===== config.mk =====
export PLATFORM = sky130hd
export DESIGN_NAME = gp_pin_report_and_chip_reset
export DESIGN_NICKNAME = d
export VERILOG_FILES = /design/src/rtl/gp_report_pkg.sv /design/src/rtl/pin_cfg_if.sv /design/src/rtl/gp_pin_report_and_chip_reset.sv /design/src/rtl/pin_function_decode.sv
export VERILOG_INCLUDE_DIRS = /design/src /design/src/rtl
export SDC_FILE = /design/constraint.sdc
export NUM_CORES = 1
export LEC_CHECK = 0
export ABC_AREA = 1
export ABC_CLOCK_PERIOD_IN_PS = 2100
export BUFFER_PORTS_ARGS = -buffer_cell sky130_fd_sc_hd__clkbuf_2
export CAP_MARGIN = 15
export CORE_MARGIN = 8
export CORE_UTILIZATION = 52
export DETAILED_ROUTE_END_ITERATION = 8
export PLACE_DENSITY = 0.8
export SYNTH_ARGS = -nofsm -noshare
export SYNTH_HDL_FRONTEND = slang
export SYNTH_SLANG_ARGS = --single-unit
export TNS_END_PERCENT = 10

===== constraint.sdc =====
create_clock -name clk_in -period 2.1 [get_ports clk_in]
set_input_delay 0.21 -clock clk_in [delete_from_list [all_inputs] [get_ports clk_in]]
set_output_delay 0.21 -clock clk_in [all_outputs]
set_load 0.02 [all_outputs]

===== src/rtl/gp_report_map.svh =====
// Offsets, field positions, codes and timing counts for the pin report block.
// Assumes byte indices of a 64-byte report and a 200 MHz system clock.
`ifndef GP_REPORT_MAP_SVH
`define GP_REPORT_MAP_SVH

// ----------------------------------------------------------------
// Report byte indices
// ----------------------------------------------------------------
`define RSP_PWD_FIRST 6'h11
`define RSP_PWD_LAST 6'h15
`define RSP_PIN_FIRST 6'h16
`define RSP_PIN_LAST 6'h19
`define RPT_LAST 6'h3f
`define RPT_KEY_FIRST 6'h01
`define RPT_KEY_LAST 6'h03

// ----------------------------------------------------------------
// Pin settings byte fields
// ----------------------------------------------------------------
`define PIN_OUT_BIT 4
`define PIN_DIR_BIT 3
`define PIN_FUNC_MSB 2
`define PIN_CFG_RESET 5'h08
`define RSP_FILL 8'h00

// ----------------------------------------------------------------
// Function selection codes
// ----------------------------------------------------------------
`define FUNC_GPIO 3'h0
`define FUNC_DEDICATED 3'h1
`define FUNC_ALT0 3'h2
`define FUNC_ALT1 3'h3
`define FUNC_ALT2 3'h4

// ----------------------------------------------------------------
// Chip reset command
// ----------------------------------------------------------------
`define CMD_RESET_CODE 8'h70
`define CMD_KEY_1 8'hab
`define CMD_KEY_2 8'hcd
`define CMD_KEY_3 8'hef

// ----------------------------------------------------------------
// Timing
// ----------------------------------------------------------------
`define CLK_PERIOD_NS 5
`define CHIP_RESET_NS 100
`define CHIP_RESET_CYC ((`CHIP_RESET_NS + `CLK_PERIOD_NS - 1) / `CLK_PERIOD_NS)

`endif


===== src/rtl/gp_report_pkg.sv =====
// Types shared by the pin report block and its pin function decoder.
// Assumes the constants of gp_report_map.svh.
package gp_report_pkg;

	typedef enum logic [1:0] {
		ST_IDLE = 2'b00,
		ST_SEND = 2'b01,
		ST_RESET = 2'b10
	} ctrl_state_e;

	typedef logic [4:0] pin_cfg_t;
	typedef logic [5:0] byte_idx_t;

endpackage : gp_report_pkg


===== src/rtl/pin_cfg_if.sv =====
// Carrier between the report block and the pin function decoder.
// Assumes both ends sit in the same clock domain.
`timescale 1ns/1ps

interface pin_cfg_if;
	gp_report_pkg::pin_cfg_t cfg [4];
	logic [3:0] drive;
	logic [3:0] oe;
	logic [2:0] ain_en;
	logic [1:0] aout_en;
	logic edge_en;

	modport owner (
		output cfg,
		input drive,
		input oe,
		input ain_en,
		input aout_en,
		input edge_en
	);

	modport decode (
		input cfg,
		output drive,
		output oe,
		output ain_en,
		output aout_en,
		output edge_en
	);
endinterface : pin_cfg_if


===== src/rtl/gp_pin_report_and_chip_reset.sv =====
// Pin settings store, settings response tail (bytes 17..63) and chip reset command.
// Assumes command bytes arrive one per cycle in order, first byte flagged.
//
// Function
// - Response bytes 17..21 carry password bytes four to eight in order.
// - Byte 22 bit 4 is pin zero output level, driven when GPIO output.
// - Bit 3 picks direction, 1 input 0 output, only in GPIO mode.
// - Pin zero functions: GPIO, suspend indicator, receive LED; other codes ignored.
// - Byte 23 holds pin one settings; output bit driven when GPIO output.
// - Pin one: GPIO, clock reference, analog in one, transmit LED, edge detect.
// - Byte 24 holds pin two settings; output bit driven when GPIO output.
// - Pin two: GPIO, bus configured status, analog in two, analog out one.
// - Byte 25 holds pin three settings; output bit driven when GPIO output.
// - Pin three: GPIO, I2C LED, analog in three, analog out two.
// - First byte 0x70 with key bytes 1..3 correct forces full device reset; host zeroes bytes 4..63.
// - Reset command gets no response, nor do reports arriving during a chip reset; every other command gets one.
`timescale 1ns/1ps
`include "gp_report_map.svh"

module gp_pin_report_and_chip_reset (
	input wire logic clk_in,
	input wire logic resetn_in,
	input wire logic clk_en_in,
	// Command report bytes
	input wire logic rx_valid_in,
	input wire logic rx_first_in,
	input wire logic [7:0] rx_byte_in,
	// Settings and password updates
	input wire logic cfg_write_in,
	input wire logic [1:0] cfg_pin_in,
	input wire logic [7:0] cfg_byte_in,
	input wire logic pwd_write_in,
	input wire logic [2:0] pwd_index_in,
	input wire logic [7:0] pwd_byte_in,
	// Response tail and chip reset
	input wire logic rsp_req_in,
	input wire logic tx_ready_in,
	output logic tx_valid_out,
	output logic [5:0] tx_index_out,
	output logic [7:0] tx_byte_out,
	output logic rsp_due_out,
	output logic chip_reset_out,
	// Alternate function sources
	input wire logic suspend_in,
	input wire logic clk_ref_in,
	input wire logic urx_led_in,
	input wire logic utx_led_in,
	input wire logic bus_cfg_in,
	input wire logic i2c_led_in,
	// Pins and unit enables
	output logic [3:0] pin_drive_out,
	output logic [3:0] pin_oe_out,
	output logic [2:0] analog_in_en_out,
	output logic [1:0] analog_out_en_out,
	output logic edge_detect_en_out
);

	localparam logic [4:0] RESET_CYC = 5'(`CHIP_RESET_CYC);

	pin_cfg_if cfg_if ();

	pin_function_decode u_decode (
		.cfg_if(cfg_if.decode),
		.suspend_in(suspend_in),
		.clk_ref_in(clk_ref_in),
		.urx_led_in(urx_led_in),
		.utx_led_in(utx_led_in),
		.bus_cfg_in(bus_cfg_in),
		.i2c_led_in(i2c_led_in)
	);

	gp_report_pkg::pin_cfg_t pin_cfg_q [4];
	gp_report_pkg::pin_cfg_t pin_cfg_d [4];
	logic [7:0] pwd_q [5];
	logic [7:0] pwd_d [5];
	gp_report_pkg::ctrl_state_e state_q;
	gp_report_pkg::ctrl_state_e state_d;
	logic [4:0] rst_cnt_q;
	logic soft_clear;

	assign cfg_if.cfg = pin_cfg_q;

	// ----------------------------------------------------------------
	// Settings and password store
	// ----------------------------------------------------------------
	// The end of a chip reset returns everything to its power-up value
	assign soft_clear = (state_q == gp_report_pkg::ST_RESET) && (rst_cnt_q == 5'h01);

	always_comb begin
		pin_cfg_d = pin_cfg_q;
		pwd_d = pwd_q;
		if (soft_clear) begin
			for (int k = 0; k < 4; k++) begin
				pin_cfg_d[k] = `PIN_CFG_RESET;
			end
			for (int k = 0; k < 5; k++) begin
				pwd_d[k] = 8'h00;
			end
		end else begin
			if (cfg_write_in) begin
				pin_cfg_d[cfg_pin_in] = cfg_byte_in[`PIN_OUT_BIT:0];
			end
			if (pwd_write_in && (pwd_index_in < 3'h5)) begin
				pwd_d[pwd_index_in] = pwd_byte_in;
			end
		end
	end

	always_ff @(posedge clk_in) begin
		if (!resetn_in) begin
			for (int k = 0; k < 4; k++) begin
				pin_cfg_q[k] <= `PIN_CFG_RESET;
			end
			for (int k = 0; k < 5; k++) begin
				pwd_q[k] <= 8'h00;
			end
		end else if (clk_en_in) begin
			pin_cfg_q <= pin_cfg_d;
			pwd_q <= pwd_d;
		end
	end

	// ----------------------------------------------------------------
	// Command report receiver
	// ----------------------------------------------------------------
	logic [5:0] rx_idx_q;
	logic [5:0] rx_idx_d;
	logic rx_active_q;
	logic rx_active_d;
	logic is_reset_q;
	logic is_reset_d;
	logic key_ok_q;
	logic key_ok_d;
	logic rx_done;
	logic rx_take;

	function automatic logic [7:0] key_byte(input logic [5:0] idx);
		case (idx)
			6'h01: key_byte = `CMD_KEY_1;
			6'h02: key_byte = `CMD_KEY_2;
			default: key_byte = `CMD_KEY_3;
		endcase
	endfunction : key_byte

	// Reports are ignored while a chip reset is under way
	assign rx_take = rx_valid_in && (state_q != gp_report_pkg::ST_RESET);
	assign rx_done = rx_take && rx_active_q && (rx_idx_q == `RPT_LAST);

	always_comb begin
		rx_idx_d = rx_idx_q;
		rx_active_d = rx_active_q;
		is_reset_d = is_reset_q;
		key_ok_d = key_ok_q;
		if (rx_take && rx_first_in) begin
			rx_idx_d = 6'h01;
			rx_active_d = 1'b1;
			is_reset_d = (rx_byte_in == `CMD_RESET_CODE);
			key_ok_d = 1'b1;
		end else if (rx_take && rx_active_q) begin
			rx_idx_d = rx_idx_q + 6'h01;
			if ((rx_idx_q >= `RPT_KEY_FIRST) && (rx_idx_q <= `RPT_KEY_LAST)
				&& (rx_byte_in != key_byte(rx_idx_q))) begin
				key_ok_d = 1'b0;
			end
			// Reserved bytes 4..63 are not checked, so stray values do no harm
			if (rx_idx_q == `RPT_LAST) begin
				rx_active_d = 1'b0;
			end
		end
	end

	always_ff @(posedge clk_in) begin
		if (!resetn_in) begin
			rx_idx_q <= 6'h00;
			rx_active_q <= 1'b0;
			is_reset_q <= 1'b0;
			key_ok_q <= 1'b0;
		end else if (clk_en_in) begin
			rx_idx_q <= rx_idx_d;
			rx_active_q <= rx_active_d;
			is_reset_q <= is_reset_d;
			key_ok_q <= key_ok_d;
		end
	end

	// ----------------------------------------------------------------
	// Response and chip reset control
	// ----------------------------------------------------------------
	logic [4:0] rst_cnt_d;
	logic [5:0] tx_idx_q;
	logic [5:0] tx_idx_d;
	logic tx_valid_d;
	logic [7:0] tx_byte_d;
	logic rsp_due_d;
	logic chip_reset_d;
	logic tx_valid_q;
	logic [7:0] tx_byte_q;
	logic rsp_due_q;
	logic chip_reset_q;

	function automatic logic [7:0] rsp_byte(input logic [5:0] idx, input logic [7:0] pwd [5],
		input gp_report_pkg::pin_cfg_t cfg [4]);
		if ((idx >= `RSP_PWD_FIRST) && (idx <= `RSP_PWD_LAST)) begin
			rsp_byte = pwd[3'(idx - `RSP_PWD_FIRST)];
		end else if ((idx >= `RSP_PIN_FIRST) && (idx <= `RSP_PIN_LAST)) begin
			rsp_byte = {3'h0, cfg[2'(idx - `RSP_PIN_FIRST)]};
		end else begin
			rsp_byte = `RSP_FILL;
		end
	endfunction : rsp_byte

	always_comb begin
		state_d = state_q;
		rst_cnt_d = rst_cnt_q;
		tx_idx_d = tx_idx_q;
		tx_valid_d = tx_valid_q;
		tx_byte_d = tx_byte_q;
		rsp_due_d = 1'b0;
		chip_reset_d = chip_reset_q;
		case (state_q)
			gp_report_pkg::ST_IDLE: begin
				if (rx_done && is_reset_q && key_ok_q) begin
					// No response is raised for this command
					state_d = gp_report_pkg::ST_RESET;
					rst_cnt_d = RESET_CYC;
					chip_reset_d = 1'b1;
				end else begin
					rsp_due_d = rx_done;
					if (rsp_req_in) begin
						state_d = gp_report_pkg::ST_SEND;
						tx_idx_d = `RSP_PWD_FIRST;
						tx_valid_d = 1'b1;
						tx_byte_d = rsp_byte(`RSP_PWD_FIRST, pwd_q, pin_cfg_q);
					end
				end
			end
			gp_report_pkg::ST_SEND: begin
				// Commands finishing mid-send still owe their response
				rsp_due_d = rx_done && !(is_reset_q && key_ok_q);
				if (tx_ready_in) begin
					if (tx_idx_q == `RPT_LAST) begin
						state_d = gp_report_pkg::ST_IDLE;
						tx_valid_d = 1'b0;
						tx_idx_d = 6'h00;
						tx_byte_d = 8'h00;
					end else begin
						tx_idx_d = tx_idx_q + 6'h01;
						tx_byte_d = rsp_byte(tx_idx_q + 6'h01, pwd_q, pin_cfg_q);
					end
				end
				if (rx_done && is_reset_q && key_ok_q) begin
					// Reset wins over a response in progress
					state_d = gp_report_pkg::ST_RESET;
					rst_cnt_d = RESET_CYC;
					chip_reset_d = 1'b1;
					tx_valid_d = 1'b0;
					tx_idx_d = 6'h00;
					tx_byte_d = 8'h00;
				end
			end
			gp_report_pkg::ST_RESET: begin
				rst_cnt_d = rst_cnt_q - 5'h01;
				if (rst_cnt_q == 5'h01) begin
					state_d = gp_report_pkg::ST_IDLE;
					chip_reset_d = 1'b0;
				end
			end
			default: begin
				state_d = gp_report_pkg::ST_IDLE;
				chip_reset_d = 1'b0;
				tx_valid_d = 1'b0;
			end
		endcase
	end

	always_ff @(posedge clk_in) begin
		if (!resetn_in) begin
			state_q <= gp_report_pkg::ST_IDLE;
			rst_cnt_q <= 5'h00;
			tx_idx_q <= 6'h00;
			tx_valid_q <= 1'b0;
			tx_byte_q <= 8'h00;
			rsp_due_q <= 1'b0;
			chip_reset_q <= 1'b0;
		end else if (clk_en_in) begin
			state_q <= state_d;
			rst_cnt_q <= rst_cnt_d;
			tx_idx_q <= tx_idx_d;
			tx_valid_q <= tx_valid_d;
			tx_byte_q <= tx_byte_d;
			rsp_due_q <= rsp_due_d;
			chip_reset_q <= chip_reset_d;
		end
	end

	assign tx_valid_out = tx_valid_q;
	assign tx_index_out = tx_idx_q;
	assign tx_byte_out = tx_byte_q;
	assign rsp_due_out = rsp_due_q;
	assign chip_reset_out = chip_reset_q;

	// ----------------------------------------------------------------
	// Pin and unit enable registers
	// ----------------------------------------------------------------
	// Registered so pins never glitch while settings change
	logic [3:0] drv_q;
	logic [3:0] oe_q;
	logic [2:0] ain_q;
	logic [1:0] aout_q;
	logic edge_q;
	logic [3:0] drv_d;
	logic [3:0] oe_d;
	logic [2:0] ain_d;
	logic [1:0] aout_d;
	logic edge_d;

	always_comb begin
		drv_d = cfg_if.drive;
		oe_d = cfg_if.oe;
		ain_d = cfg_if.ain_en;
		aout_d = cfg_if.aout_en;
		edge_d = cfg_if.edge_en;
		// Pins float while the chip is held in reset
		if (state_q == gp_report_pkg::ST_RESET) begin
			oe_d = 4'h0;
			ain_d = 3'h0;
			aout_d = 2'h0;
			edge_d = 1'b0;
		end
	end

	always_ff @(posedge clk_in) begin
		if (!resetn_in) begin
			drv_q <= 4'h0;
			oe_q <= 4'h0;
			ain_q <= 3'h0;
			aout_q <= 2'h0;
			edge_q <= 1'b0;
		end else if (clk_en_in) begin
			drv_q <= drv_d;
			oe_q <= oe_d;
			ain_q <= ain_d;
			aout_q <= aout_d;
			edge_q <= edge_d;
		end
	end

	assign pin_drive_out = drv_q;
	assign pin_oe_out = oe_q;
	assign analog_in_en_out = ain_q;
	assign analog_out_en_out = aout_q;
	assign edge_detect_en_out = edge_q;

endmodule : gp_pin_report_and_chip_reset


===== src/rtl/pin_function_decode.sv =====
// Combinational decode of the four pin settings into pin drive and unit enables.
// Assumes the owner registers every result before it leaves the chip.
`timescale 1ns/1ps
`include "gp_report_map.svh"

module pin_function_decode (
	pin_cfg_if.decode cfg_if,
	input wire logic suspend_in,
	input wire logic clk_ref_in,
	input wire logic urx_led_in,
	input wire logic utx_led_in,
	input wire logic bus_cfg_in,
	input wire logic i2c_led_in
);

	function automatic logic is_gpio(input gp_report_pkg::pin_cfg_t c);
		is_gpio = (c[`PIN_FUNC_MSB:0] == `FUNC_GPIO);
	endfunction : is_gpio

	logic [3:0] alt_drv;
	logic [3:0] alt_oe;

	// ----------------------------------------------------------------
	// Alternate functions per pin
	// ----------------------------------------------------------------
	always_comb begin
		alt_drv = 4'h0;
		alt_oe = 4'h0;
		cfg_if.ain_en = 3'h0;
		cfg_if.aout_en = 2'h0;
		cfg_if.edge_en = 1'b0;
		// Unused codes leave the pin undriven rather than guessing a function
		case (cfg_if.cfg[0][`PIN_FUNC_MSB:0])
			`FUNC_DEDICATED: begin alt_drv[0] = suspend_in; alt_oe[0] = 1'b1; end
			`FUNC_ALT0: begin alt_drv[0] = urx_led_in; alt_oe[0] = 1'b1; end
			default: ;
		endcase
		case (cfg_if.cfg[1][`PIN_FUNC_MSB:0])
			`FUNC_DEDICATED: begin alt_drv[1] = clk_ref_in; alt_oe[1] = 1'b1; end
			`FUNC_ALT0: cfg_if.ain_en[0] = 1'b1;
			`FUNC_ALT1: begin alt_drv[1] = utx_led_in; alt_oe[1] = 1'b1; end
			`FUNC_ALT2: cfg_if.edge_en = 1'b1;
			default: ;
		endcase
		case (cfg_if.cfg[2][`PIN_FUNC_MSB:0])
			`FUNC_DEDICATED: begin alt_drv[2] = bus_cfg_in; alt_oe[2] = 1'b1; end
			`FUNC_ALT0: cfg_if.ain_en[1] = 1'b1;
			`FUNC_ALT1: cfg_if.aout_en[0] = 1'b1;
			default: ;
		endcase
		case (cfg_if.cfg[3][`PIN_FUNC_MSB:0])
			`FUNC_DEDICATED: begin alt_drv[3] = i2c_led_in; alt_oe[3] = 1'b1; end
			`FUNC_ALT0: cfg_if.ain_en[2] = 1'b1;
			`FUNC_ALT1: cfg_if.aout_en[1] = 1'b1;
			default: ;
		endcase
	end

	// ----------------------------------------------------------------
	// GPIO or alternate drive per pin
	// ----------------------------------------------------------------
	genvar i;
	generate
		for (i = 0; i < 4; i++) begin : g_pin
			// Direction counts only in GPIO mode; bit 3 set means input
			assign cfg_if.oe[i] = is_gpio(cfg_if.cfg[i]) ? ~cfg_if.cfg[i][`PIN_DIR_BIT] : alt_oe[i];
			assign cfg_if.drive[i] = is_gpio(cfg_if.cfg[i]) ? cfg_if.cfg[i][`PIN_OUT_BIT] : alt_drv[i];
		end
	endgenerate

endmodule : pin_function_decode


Word level (Yosys, flattened, before mapping)
Index checks and enable logic that the tools add are counted.
W data, S select, Z words.
{"block": "word_totals", "ff_bits": 107, "in_bits": 44, "out_inout_bits": 31, "wordCells": 211}
{"block": "op_classes", "add_sub_neg": 5, "n_lt_le_gt_ge": 13, "eq_ne": 29, "n_mux": 87, "bitwise": 9, "n_reduce_logical": 43}
{"operator": "$mux W8", "count": 11}
{"operator": "$mux W40", "count": 2}
{"operator": "$mux W6", "count": 7}
{"operator": "$bwmux W40", "count": 1}
{"operator": "$mux W20", "count": 2}
{"operator": "$mux W1", "count": 35}
{"operator": "$mux W5", "count": 5}
{"operator": "$bmux W8 S3", "count": 1}
{"operator": "$demux W8 S3", "count": 1}
{"operator": "$eq A3 B2 Y1 const B", "count": 7}
{"operator": "$bwmux W20", "count": 1}
{"operator": "$logic_and A1 B1 Y1", "count": 16}
{"operator": "$pmux W8 S2", "count": 1}
{"operator": "$mux W2", "count": 7}
{"operator": "$pmux W7 S2", "count": 1}
{"operator": "$reduce_bool A2 Y1", "count": 7}
{"operator": "$add A6 B1 Y6 const B", "count": 2}
{"operator": "$eq A3 B1 Y1 const B", "count": 4}
{"operator": "$eq A6 B6 Y1 const B", "count": 2}
{"operator": "$ge A6 B5 Y1 const B", "count": 2}
{"operator": "$le A6 B5 Y1 const B", "count": 2}
{"operator": "$logic_not A3 Y1", "count": 4}
{"operator": "$pmux W6 S2", "count": 1}
{"operator": "$reduce_and A3 Y1", "count": 4}
{"operator": "other kinds (38)", "count": 60}

Longest topological paths before layout
Gate-level depths: netlist of the first run.
{"block": "logic_depth", "depth_word": 12, "ltp_mapped": 15, "ltp_nobuf": 13}

Hierarchy
From an unflattened synthesis of the first run, not the netlist that was laid out.
{"block": "unflattened", "cells_unflattened": 839, "hier_area_um2": 5614.1}
{"module": "gp_pin_report_and_chip_reset", "instances": 1, "cells_each": 795, "area_each_um2": 5403.9, "seq_area_each_um2": 2142.1}
{"module": "pin_function_decode", "instances": 1, "cells_each": 44, "area_each_um2": 210.2, "seq_area_each_um2": 0.0}

Worst setup path after synthesis of the first run
Ideal clock, no wire load.
{"block": "synth_path", "kind": "register -> register", "start": "register tx_idx_q[0] (netlist: tx_index_out[0])", "end": "register tx_byte_q[1] (netlist: tx_byte_out[1])", "arrival_ns": 2.260, "path_slack_ns": -0.230, "stages_incl_launch_ff": 14, "n_path_buf": 4, "synth_period_minus_slack_ns": 2.330, "cell_sequence": "dfxtp_1 > buf_4 > inv_2 > buf_4 > buf_2 > ha_1 > inv_1 > clkbuf_1 > o21ai_0 > o21ai_0 > nand3_1 > nand2_1 > nand3_1 > a21oi_1"}
{"block": "synth_between", "elab_chain_cells": 12, "word_cells_on_any_way": 24, "classes_between": "add/sub (3); order compare (4); eq/ne (1); mux (12); bitwise (2); reduce/logical (2)"}
{"element": "start: declaration", "line": "gp_pin_report_and_chip_reset.sv:190", "rtl": "logic [5:0] tx_idx_q;"}
{"element": "start signal: assignment", "line": "gp_pin_report_and_chip_reset.sv:288", "rtl": "tx_idx_q <= tx_idx_d;"}
{"element": "parallel branches: the longest is 8 deep, another holds $add A6 B1 Y6"}
{"element": "$mux W8 (*)", "line": "gp_pin_report_and_chip_reset.sv:241", "rtl": "if (tx_idx_q == `RPT_LAST) begin"}
{"element": "$mux W8 (*)", "line": "gp_pin_report_and_chip_reset.sv:240", "rtl": "if (tx_ready_in) begin"}
{"element": "$mux W8 (*)", "line": "gp_pin_report_and_chip_reset.sv:251", "rtl": "if (rx_done && is_reset_q && key_ok_q) begin"}
{"element": "$pmux W8 S2 (*)", "line": "gp_pin_report_and_chip_reset.sv:220", "rtl": "case (state_q)"}
{"element": "end signal: assignment", "line": "gp_pin_report_and_chip_reset.sv:290", "rtl": "tx_byte_q <= tx_byte_d;"}
{"element": "end: declaration", "line": "gp_pin_report_and_chip_reset.sv:197", "rtl": "logic [7:0] tx_byte_q;"}
Mark *: on every way between the ends. The select of a mux whose other input is x is not followed.
A chain may end at the register's enable or synchronous reset.

Worst setup path in the final report of the first run
{"block": "layout_path", "start": "register rst_cnt_q[0]", "end": "register state_q[0]"}
{"block": "layout_between", "elab_chain_cells": 3}
{"element": "start: declaration", "line": "gp_pin_report_and_chip_reset.sv:78", "rtl": "logic [4:0] rst_cnt_q;"}
{"element": "start signal: assignment", "line": "gp_pin_report_and_chip_reset.sv:287", "rtl": "rst_cnt_q <= rst_cnt_d;"}
{"element": "$eq A5 B1 Y1", "line": "gp_pin_report_and_chip_reset.sv:263", "rtl": "if (rst_cnt_q == 5'h01) begin"}
{"element": "$ne A2 B1 Y1 (no line)"}
{"element": "$reduce_and A5 Y1 (no line)"}
{"element": "end signal: assignment", "line": "gp_pin_report_and_chip_reset.sv:278", "rtl": "state_q <= gp_report_pkg::ST_IDLE;"}
{"element": "end signal: assignment", "line": "gp_pin_report_and_chip_reset.sv:286", "rtl": "state_q <= state_d;"}
{"element": "end: declaration", "line": "gp_pin_report_and_chip_reset.sv:76", "rtl": "gp_report_pkg::ctrl_state_e state_q;"}
No other way between the ends.

==> metrics.md, run 1 <==
| Metric | Value |
|---|---|
| DR pass1 iterations | `5` |
| Most frequent cells in the layout | `215 x nand2_1, 109 x a21oi_1, 105 x dfxtp_1` |
| Grt ovf | `0` |
| Area Growth Syn to Fin | `14.53%` |
| Setup crit end kind | `register` |
| Synth warnings | `0` |
| Cells after Synth | `795` |
| Clock Sinks | `107` |
| Io pins | `75` |
| Clk_skew | `0.01397 ns` |
| Fillers | `976` |
| Synth Net Count | `848` |
| Total Neg Setup Slack | `0 ns` |
| Die X | `118.5 µm` |
| Internal power | `2.915 mW` |
| Net Sw Frac | `between 30% and 40%` |
| Initial DRC count | `roughly 490` |
| Slew margin rel. | `60.41%` |
| Core area | `10,280 µm²` |
| Cell area power density | `~670 nW/µm²` |
| Total track usage | `between 20% and 30%` |
| Crit-path max FO | `5` |
| Worst Hold Class | `input pin to register` |
| R2R setup slack | `0.13 ns` |
| Worst VDD drop | `around 370 µV` |
| DR DRC count | `0` |
| Arrival time worst endpoint | `2.24 ns` |
| Crit path cell chain | `ha_1 > nand3_1 > o21ai_0 > o211ai_1 > nor2_1 > nand2_1 > nand3_1 > nor2_1` |
| Largest net degree at the start of global routing | `47` |
| Antenna viol nets, final | `0` |
| Layout cell share with drive strength beyond 1 | `~18%` |
| Max clock buf depth | `2` |
| Combinational Power Share | `17.9%` |
| DIE HEIGHT | `118.5 µm` |
| Reg-to-reg critical path endpoint | `state_q[0]` |
| LEAKAGE | `2.571 nW` |
| Placed Cells | `998` |
| FF+latch count, synth | `107` |
| Worst Reg-to-Reg Cells | `8` |
| Worst hold path cell count | `3` |
| Post-Syn Area | `5460 µm²` |
| Final setup fails | `0` |
| Sequential share of the synthesized area | `39.23%` |
| Psw | `1.292 mW` |
| Htree depth | `3` |
| Die area | `~14,000 µm²` |
| Routability cong. | `0.8838` |
| Sequential share of power | `between 50% and 60%` |
| Final min period | `around 2 ns` |
| Critical Path Source Type | `register` |
| Via/cell ratio | `5.386` |
| Row cnt | `37` |
| Vias in the first global route | `between 5k and 6k` |
| Max Transition Viols Final | `0` |
| CP Class | `register to register` |
| Synth area leader | `dfxtp_1` |
| Initial Util | `a little over half` |
| CP max stage delay | `0.46 ns` |
| Slowest-stage cell, CP | `o21ai_0` |
| Fin crit share | `93.68%` |
| CTS Root Cell | `clkbuf_8` |
| Global-route wire length before repair | `24,330 µm` |
| Avg WL per Cell | `14.25 µm` |
| Final Hold Viols | `0` |
| CTS buffer count | `9` |
| WHS Endpoint | `pin_drive_out[1]` |
| Max-capacitance violation count | `0` |
| Non-Filler Instances | `between 1k and 1.5k` |
| Top cells by area, synth | `dfxtp_1 39%, nand2_1 15%, a21oi_1 10%` |
| Max Clk Rate | `0.5083 GHz` |
| Most common cell after layout, fill and taps aside | `nand2_1` |
| Fin nets | `926` |
| Syn avg cell area | `roughly 6.9 µm²` |
| PortBufs | `between 70 and 80` |
| Distinct cells, synth | `between 40 and 50` |
| Post-CTS Resized | `0` |
| Clk network pwr share | `31.4%` |
| Final WL | `about 14,000 µm` |
| Reg clk slew, reported paths | `0.10 ns` |
| Ant diodes | `0` |
| Via Count | `roughly 5.5k` |
| # hold bufs at CTS | `0` |
| Worst Tran Pin Value | `0.5893 ns` |
| Post-synth top area share | `39.23%` |
| Status | `complete, no violations` |
| Final Power | `4.207 mW` |
| Dpl hpwl | `between 10,000 and 15,000 µm` |
| WP data required | `about 2.4 ns` |
| Hold_sp | `clk_ref_in` |
| CTS tree | `yes` |
| Postcts setup bufs | `0` |
| Clock Latency Late Sink | `0.37 ns` |
| Antenna violations before repair | `0` |
| RSZ-0062 raised after global routing | `true` |
| RR Startpoint | `rst_cnt_q[0]` |
## kinds of logic after synthesis
family,Yosys count,synth area share (%)
buffers and inverters,90,7.058
and+or+nand+nor,388,31.35
DFF,107,39.23
AOI/OAI and AO/OA,200,20.14
xor gates and xnor gates,1,0.1604
adders and majority gates,9,2.062
## how the worst max path moves through the flow
stage / from / end / slack [ns] / cells after the start
after global routing: tx_index_out[0] / tx_byte_out[7] / -0.03 / 12
after global placement: rst_cnt_q[0] / cfg_if.cfg[3] / 0.24 / 8
after detailed placement: rst_cnt_q[0] / cfg_if.cfg[3] / 0.20 / 8
after floorplan: tx_index_out[0] / tx_byte_out[7] / 0.04 / 15
final: rst_cnt_q[0] / state_q[0] / 0.13 / 8
after CTS: tx_index_out[1] / tx_byte_out[7] / 0.18 / 11
## flip-flops by register name, summed over array words and instances, names as in the netlist, 3 cells and up
| signal | cells |
|---|---|
| rst_cnt_q | 5 |
| pin_oe_out | 4 |
| analog_in_en_out | 3 |
| pwd_q | 40 |
| cfg_if.cfg | 20 |
| tx_byte_out | 8 |
| pin_drive_out | 4 |
| rx_idx_q | 6 |
| tx_index_out | 6 |
## metal layers
layer  vias to the layer above  track usage, %  part of all wire (%)
met5                         -               0                     0
met4                         0           6.877                   2.1
met3                        23           3.808                   5.5
met2                       161           31.58                    44
met1                      2452           28.10                    49
li1                       2825               -                     -
## power by group through the flow
stage                     logic [mW]  clock network (mW)  registers (mW)
final                          0.753                1.32            2.13
after floorplan                0.478                   0            2.20
after detailed placement       0.739                   0            2.18
after global routing           0.837                1.43            2.14
after global placement         0.729                   0            2.18
after CTS                      0.743                1.36            2.13
## worst max-delay path: cells and delay by family, from the launching register on
kind            cells  cell delay [ns]
compound gates      2             0.67
simple gates        5             0.62
flops               1             0.42
fa+ha+maj           1             0.17
## cells in the mapped netlist (all sizes together)
| cell | instances |
|---|---|
| nor3 | 8 |
| o211ai | 10 |
| nand3b | 2 |
| clkinv | 2 |
| nand2 | 225 |
| inv | 57 |
| or2 | 6 |
| buf | 16 |
| xor2 | 1 |
| dfxtp | 107 |
| nand3 | 58 |
| o21bai | 1 |
| and3 | 1 |
| ha | 9 |
| a21oi | 109 |
| a211oi | 2 |
| o21ai | 56 |
| o31ai | 1 |
| nand4 | 13 |
| nor2 | 72 |
| nor4 | 1 |
| nor3b | 2 |
| clkbuf | 15 |
| a31oi | 3 |
| a32oi | 4 |
| a21boi | 1 |
| a41oi | 1 |
| o22ai | 12 |
## stage by stage
step,util (%),instance area [µm²],hold slack [ns],setup WS (ns)
after floorplan,-,5478,0.4152,0.04237
after global placement,58.80,6043,0.4477,0.2443
after detailed placement,58.80,6043,0.4520,0.1998
after CTS,60.79,6247,0.1354,0.1820
after global routing,60.85,6254,0.1380,-0.03218
final,60.85,6254,0.1420,0.1327
## final cells by class
class	count	area (µm²)	area share, %
Sequential cell	107	2147	34.33
Inverter	59	224.0	3.581
Tap cell	136	170.2	2.721
Clock buffer	9	123.9	1.981
Timing Repair Buffer	98	558.0	8.924
Multi-Input combinational cell	598	2950	47.18
Clock inverter	7	80.08	1.281
No activity file was read; power rests on OpenSTA's default activity.
==> run 2, diff against run 1 <==
--- a/config.mk
+++ b/config.mk
@@ -7,5 +7,5 @@
 export NUM_CORES = 1
 export LEC_CHECK = 0
-export ABC_AREA = 1
+export ABC_AREA = 0
 export ABC_CLOCK_PERIOD_IN_PS = 2100
 export BUFFER_PORTS_ARGS = -buffer_cell sky130_fd_sc_hd__clkbuf_2
==> constraint.sdc (replaced) <==
create_clock -name clk_in -period 2.1 [get_ports clk_in]
set_input_delay 0.315 -clock clk_in [delete_from_list [all_inputs] [get_ports clk_in]]
set_output_delay 0.315 -clock clk_in [all_outputs]
set_load 0.02 [all_outputs]
==> run 2 against run 1 <==
Effect of this change:
- design area up 0.72%
- largest power group unchanged
- cell count shrank 16%
- critical endpoint is now tx_byte_out[0]
- via count is 4.3% lower
==> metrics.md, run 2 <==
| Metric | Value |
|---|---|
| Avg WL per Cell | `17.17 µm` |
| Post-synth top area share | `39.55%` |
| Max clock buf depth | `2` |
| Slew margin rel. | `57.62%` |
| XOR/XNOR Fraction of Synth Area | `1.455%` |
| Die X | `118.1 µm` |
| WL met3 | `859 µm` |
| Max-capacitance violation count | `0` |
| Antenna viol nets, final | `0` |
| CTS tree | `yes` |
| Status | `complete, no violations` |
| Final WL | `around 15,000 µm` |
| RSZ-0062 raised after global routing | `true` |
| Largest family of logic cells by synthesized area | `simple AND/OR/NAND/NOR gates` |
| Total track usage | `20.59%` |
| Final Hold Viols | `0` |
| PortBufs | `71` |
| Synth warnings | `0` |
| Post-Syn Area | `5416 µm²` |
| Global-route wire length before repair | `24,250 µm` |
| Synth area leader | `dfxtp_1` |
| EDFF count, synth | `0` |
| M1 WL | `between 6000 and 7000 µm` |
| DIE HEIGHT | `between 100 and 150 µm` |
| Psw | `1.070 mW` |
| Reg clk slew, reported paths | `0.10 ns` |
| Worst hold path cell count | `3` |
| Routability cong. | `0.8950` |
| Area Growth Syn to Fin | `16.29%` |
| Top Layer Used | `met4` |
| Sequential share of power | `53.9%` |
| Worst Hold Class | `input pin to register` |
| Async set or reset register ratio after synthesis | `0%` |
| Layout cell share with drive strength beyond 1 | `between 20% and 30%` |
| Row cnt | `37` |
| Non-Filler Instances | `854` |
| Crit-path max FO | `11` |
| Final setup fails | `0` |
| CTS buffer count | `9` |
| Via Count | `5,225` |
| Mux share of post-synthesis cell area | `4.274%` |
| Biggest register | `pwd_q` |
| FF+latch count, synth | `roughly 110` |
| Clock Latency Late Sink | `0.38 ns` |
| Met2 WL | `between 7000 and 8000 µm` |
| Synth Area in Compound Gates | `approximately a quarter` |
| Clock Sinks | `107` |
| Setup crit end kind | `register` |
| Max reg flops | `40` |
| Top-count cell post-synth | `dfxtp_1` |
| Synth Net Count | `a little under 700` |
| Critical Path Source Type | `register` |
| Largest net degree at the start of global routing | `44` |
| Fin nets | `766` |
| DR DRC count | `0` |
| WP data required | `2.37 ns` |
| DR pass1 iterations | `5` |
| Initial DRC count | `410` |
| Cell area power density | `a little over 600 nW/µm²` |
| Max Clk Rate | `a little under 0.5 GHz` |
| Core area | `10,230 µm²` |
| Syn avg cell area | `8.516 µm²` |
| Post-synth top cells | `107 x dfxtp_1, 83 x nor2_1, 53 x nand2_1` |
| Clk network pwr share | `32.8%` |
| Sequential share of the synthesized area | `between 30 and 40%` |
| Combinational Power Share | `13.3%` |
| Fin crit share | `98.75%` |
| Htree depth | `3` |
| Antenna violations before repair | `0` |
| Ant diodes | `0` |
| Final worst slack | `~0.026 ns` |
| Internal power | `between 2 and 3 mW` |
| Simple-Gate Fraction of Synth Area | `24.53%` |
| Most frequent cells in the layout | `104 x dfxtp_1, 83 x nor2_1, 71 x clkbuf_2` |
| Pre-CTS setup slack | `-0.004440 ns` |
| Distinct cells, synth | `68` |
| Arrival time worst endpoint | `2.34 ns` |
| CTS Root Cell | `clkbuf_8` |
| Vias in the first global route | `4,919` |
| Dpl hpwl | `roughly 11,000 µm` |
| Cells after Synth | `636` |
| Worst Tran Pin Value | `approximately 0.63 ns` |
| Placed Cells | `837` |
| Most common cell after layout, fill and taps aside | `dfxtp_1` |
| Clk_skew | `~0.011 ns` |
| Worst Reg-to-Reg Cells | `8` |
| # hold bufs at CTS | `0` |
| CP Class | `register to register` |
| Worst VDD drop | `about 380 µV` |
| Layout Utilization | `61.56%` |
| Final Power | `3.918 mW` |
| Initial Util | `a little over half` |
| Net Sw Frac | `27.31%` |
| Synth Flop Type | `dfxtp_1` |
| LEAKAGE | `2.322 nW` |
| Io pins | `75` |
| Max Transition Viols Final | `0` |
| Final min period | `a little over 2 ns` |
| Post-synthesis adder-cell area fraction | `2.079%` |
| Die area | `13,940 µm²` |
| Top cells by area, synth | `dfxtp_1 40%, a22oi_1 5.8%, nor2_1 5.8%` |
| Via/cell ratio | `6.118` |
| Grt ovf | `0` |
run 2: final timing paths:
kind | slack, ns | start | end
hold reg to reg | 0.47 | analog_out_en_out[0] | analog_out_en_out[0]
hold / removal | 0.23 | rx_first_in | rx_idx_q[1]
setup / recovery | 0.03 | tx_index_out[0] | tx_byte_out[0]
setup reg to reg | 0.03 | tx_index_out[0] | tx_byte_out[0]
run 2: power by group through the flow:
stage / clock, mW / sequential (mW) / combinational, mW
2_1_floorplan: 0 / 2.17 / 0.307
3_5_place_dp: 0 / 2.16 / 0.507
5_1_grt: 1.38 / 2.12 / 0.564
4_1_cts: 1.30 / 2.11 / 0.512
3_3_place_gp: 0 / 2.16 / 0.496
6_report: 1.29 / 2.11 / 0.519
run 2: cell families (layout without fill, tap and decap cells):
family	Yosys count	in the layout
buffers and inverters	55	137
adders and majority gates	9	9
DFF	107	107
and+or+nand+nor	254	254
AOI/OAI and AO/OA	189	189
xor gates and xnor gates	9	9
muxes	13	13
run 2: final cells by class:
class / instances / area [µm²]
multi-input combinational: 474 / 3065
fill: 866 / 3933
timing repair buffer: 104 / 640.6
clock buffer: 12 / 176.4
tap: 136 / 170.2
clock inverter: 4 / 31.28
sequential: 107 / 2151
inverter: 17 / 63.81
run 2: per-layer routing:
metal  track usage (%)  up-vias
li1                  -     2519
met1             25.67     2499
met2             34.00      179
met3             4.173       28
met4             8.247        0
met5                 0        -
run 2: what timing repair did:
action                                  4_1_cts  5_1_grt
gates cloned                                  0        0
buffers inserted                              1        0
pin swaps                                     2        3
endpoints found under the setup margin       22       26
resized for setup                             2        6
run 2: critical path: stages (launching register included):
cell      delay [ns]
dfxtp_4         0.42
inv_1           0.10
ha_4            0.36
buf_4           0.22
nor2b_1         0.06
o22ai_1         0.18
a221oi_1        0.09
a31o_2          0.27
o221a_2         0.25
run 2: through the flow:
stage	hold slack, ns	area, µm²	TNS [ns]
after floorplan	0.4413	5445	0
after global placement	0.4493	6047	0
after detailed placement	0.4577	6047	-0.004440
after CTS	0.2257	6282	0
after global routing	0.2546	6299	-0.08392
final	0.2326	6299	0
==> run 3, diff against run 2 <==
SETUP_SLACK_MARGIN = 0.15   (was unset)
==> run 3 against run 2 <==
Effect of this change:
- die area unchanged
- maximum frequency increased by 4.1%
- critical path depth decreased by 1
- setup slack improved by 0.081 ns
- count of clock-buffer cells in the layout decreased by 1
==> metrics.md, run 3 (synthesized netlist as in run 2, its figures left out) <==
| Metric | Value |
|---|---|
| Clock Latency Late Sink | `0.38 ns` |
| Critical Path Source Type | `register` |
| Setup crit end kind | `register` |
| Antenna violations before repair | `0` |
| Arrival time worst endpoint | `between 2 and 2.5 ns` |
| Final min period | `about 2.0 ns` |
| CTS tree | `yes` |
| Max Transition Viols Final | `0` |
| Layout cell share with drive strength beyond 1 | `23.68%` |
| Io pins | `75` |
| Total track usage | `22.56%` |
| Routability cong. | `0.8974` |
| Final WL | `15,860 µm` |
| Vias in the first global route | `~5.3k` |
| CP Class | `register to register` |
| Non-Filler Instances | `~860` |
| Ant diodes | `0` |
| Worst Hold Class | `input pin to register` |
| Grt ovf | `0` |
| Placed Cells | `between 800 and 900` |
| Status | `complete, no violations` |
| Largest net degree at the start of global routing | `43` |
| Die X | `118.1 µm` |
| # hold bufs at CTS | `0` |
| DR pass1 iterations | `6` |
| Dpl hpwl | `approximately 11,000 µm` |
| RSZ-0062 raised after global routing | `true` |
| Most frequent cells in the layout | `103 x dfxtp_1, 81 x nor2_1, 71 x clkbuf_2` |
| Cell area power density | `between 600 and 700 nW/µm²` |
| Max reg flops | `40` |
| Core area | `about 10,000 µm²` |
| Htree depth | `3` |
| Biggest register | `pwd_q` |
| Slew margin rel. | `47.50%` |
| PortBufs | `71` |
| Crit-path max FO | `16` |
| Fin nets | `770` |
| Max Clk Rate | `0.5019 GHz` |
| Worst Tran Pin Value | `roughly 0.78 ns` |
| Via Count | `5,428` |
| Max clock buf depth | `2` |
| Clk_skew | `0.008146 ns` |
| Max-capacitance violation count | `0` |
| WP data required | `2.36 ns` |
| Die area | `13,940 µm²` |
| Final setup fails | `0` |
| Antenna viol nets, final | `0` |
| Initial DRC count | `598` |
| CTS buffer count | `9` |
| DR DRC count | `0` |
| Area Growth Syn to Fin | `18.64%` |
| CTS Root Cell | `clkbuf_8` |
| Reg clk slew, reported paths | `0.10 ns` |
| Final Hold Viols | `0` |
| Most common cell after layout, fill and taps aside | `dfxtp_1` |
| DIE HEIGHT | `118.1 µm` |
| Via/cell ratio | `6.326` |
| Clock Sinks | `around 110` |
| Global-route wire length before repair | `26,250 µm` |
| Row cnt | `37` |
| Worst VDD drop | `328.8 µV` |
| Fin crit share | `94.89%` |
| Initial Util | `52.94%` |
| Avg WL per Cell | `18.48 µm` |
| LEAKAGE | `~2.4 nW` |
| Final Power | `between 4 and 5 mW` |
## run 3: area by class of cell
class,instances,area (µm²)
fill,878,3805
multi-input combinational,474,3132
sequential,107,2152
timing repair buffer,108,645.6
tap,136,170.2
clock buffer,11,131.4
clock inverter,5,125.1
inverter,17,70.07
## run 3: path summary, 6_finish.rpt
check	startpoint	endpoint	slack, ns	cells after the start
worst min register to register	analog_out_en_out[0]	analog_out_en_out[0]	0.48	2
worst max register to register	rst_cnt_q[1]	cfg_if.cfg[6]	0.11	7
worst min-delay path	rx_first_in	rx_idx_q[1]	0.24	3
worst max-delay path	rst_cnt_q[1]	cfg_if.cfg[6]	0.11	7
## run 3: timing repair
item                       CTS  global route
gates resized for setup      9            15
hold endpoints to repair     0             0
setup endpoints to repair   70            66
buffers inserted             2             1
pin swaps                    4             6
## run 3: per-stage QoR
step | setup TNS, ns | hold WS [ns] | instance area [µm²] | setup WS [ns] | utilization (%)
after floorplan | 0 | 0.4413 | 5460 | 0.1091 | -
after global routing | 0 | 0.2434 | 6426 | 0.06296 | 62.81
after CTS | 0 | 0.2197 | 6355 | 0.09797 | 62.11
after global placement | 0 | 0.4491 | 6042 | 0.06302 | 59.06
final | 0 | 0.2406 | 6426 | 0.1074 | 62.81
after detailed placement | -0.01299 | 0.4663 | 6042 | -0.006711 | 59.06
## run 3: critical path, cell delays in order (launching register included)
cell and delay [ns]:
dfxtp_2 0.34, inv_1 0.10, ha_2 0.19, nor4b_4 0.27, nand2_1 0.18, and3_1 0.40
a32oi_1 0.33, nor2_1 0.06
## run 3: per-layer routing
metal | vias up | wire length [µm] | GRT usage [%]
met4 | 0 | 491 | 11.69
met2 | 249 | 7641 | 36.80
li1 | 2525 | - | -
met1 | 2609 | 6529 | 27.12
met3 | 45 | 1193 | 5.228
met5 | - | 0 | 0
## run 3: report_power, final
part | internal (mW) | switching (mW) | leakage [nW]
Sequential | 2.07 | 0.0444 | 0.868
Combinational | 0.218 | 0.329 | 1.38
Clock | 0.912 | 0.704 | 0.128
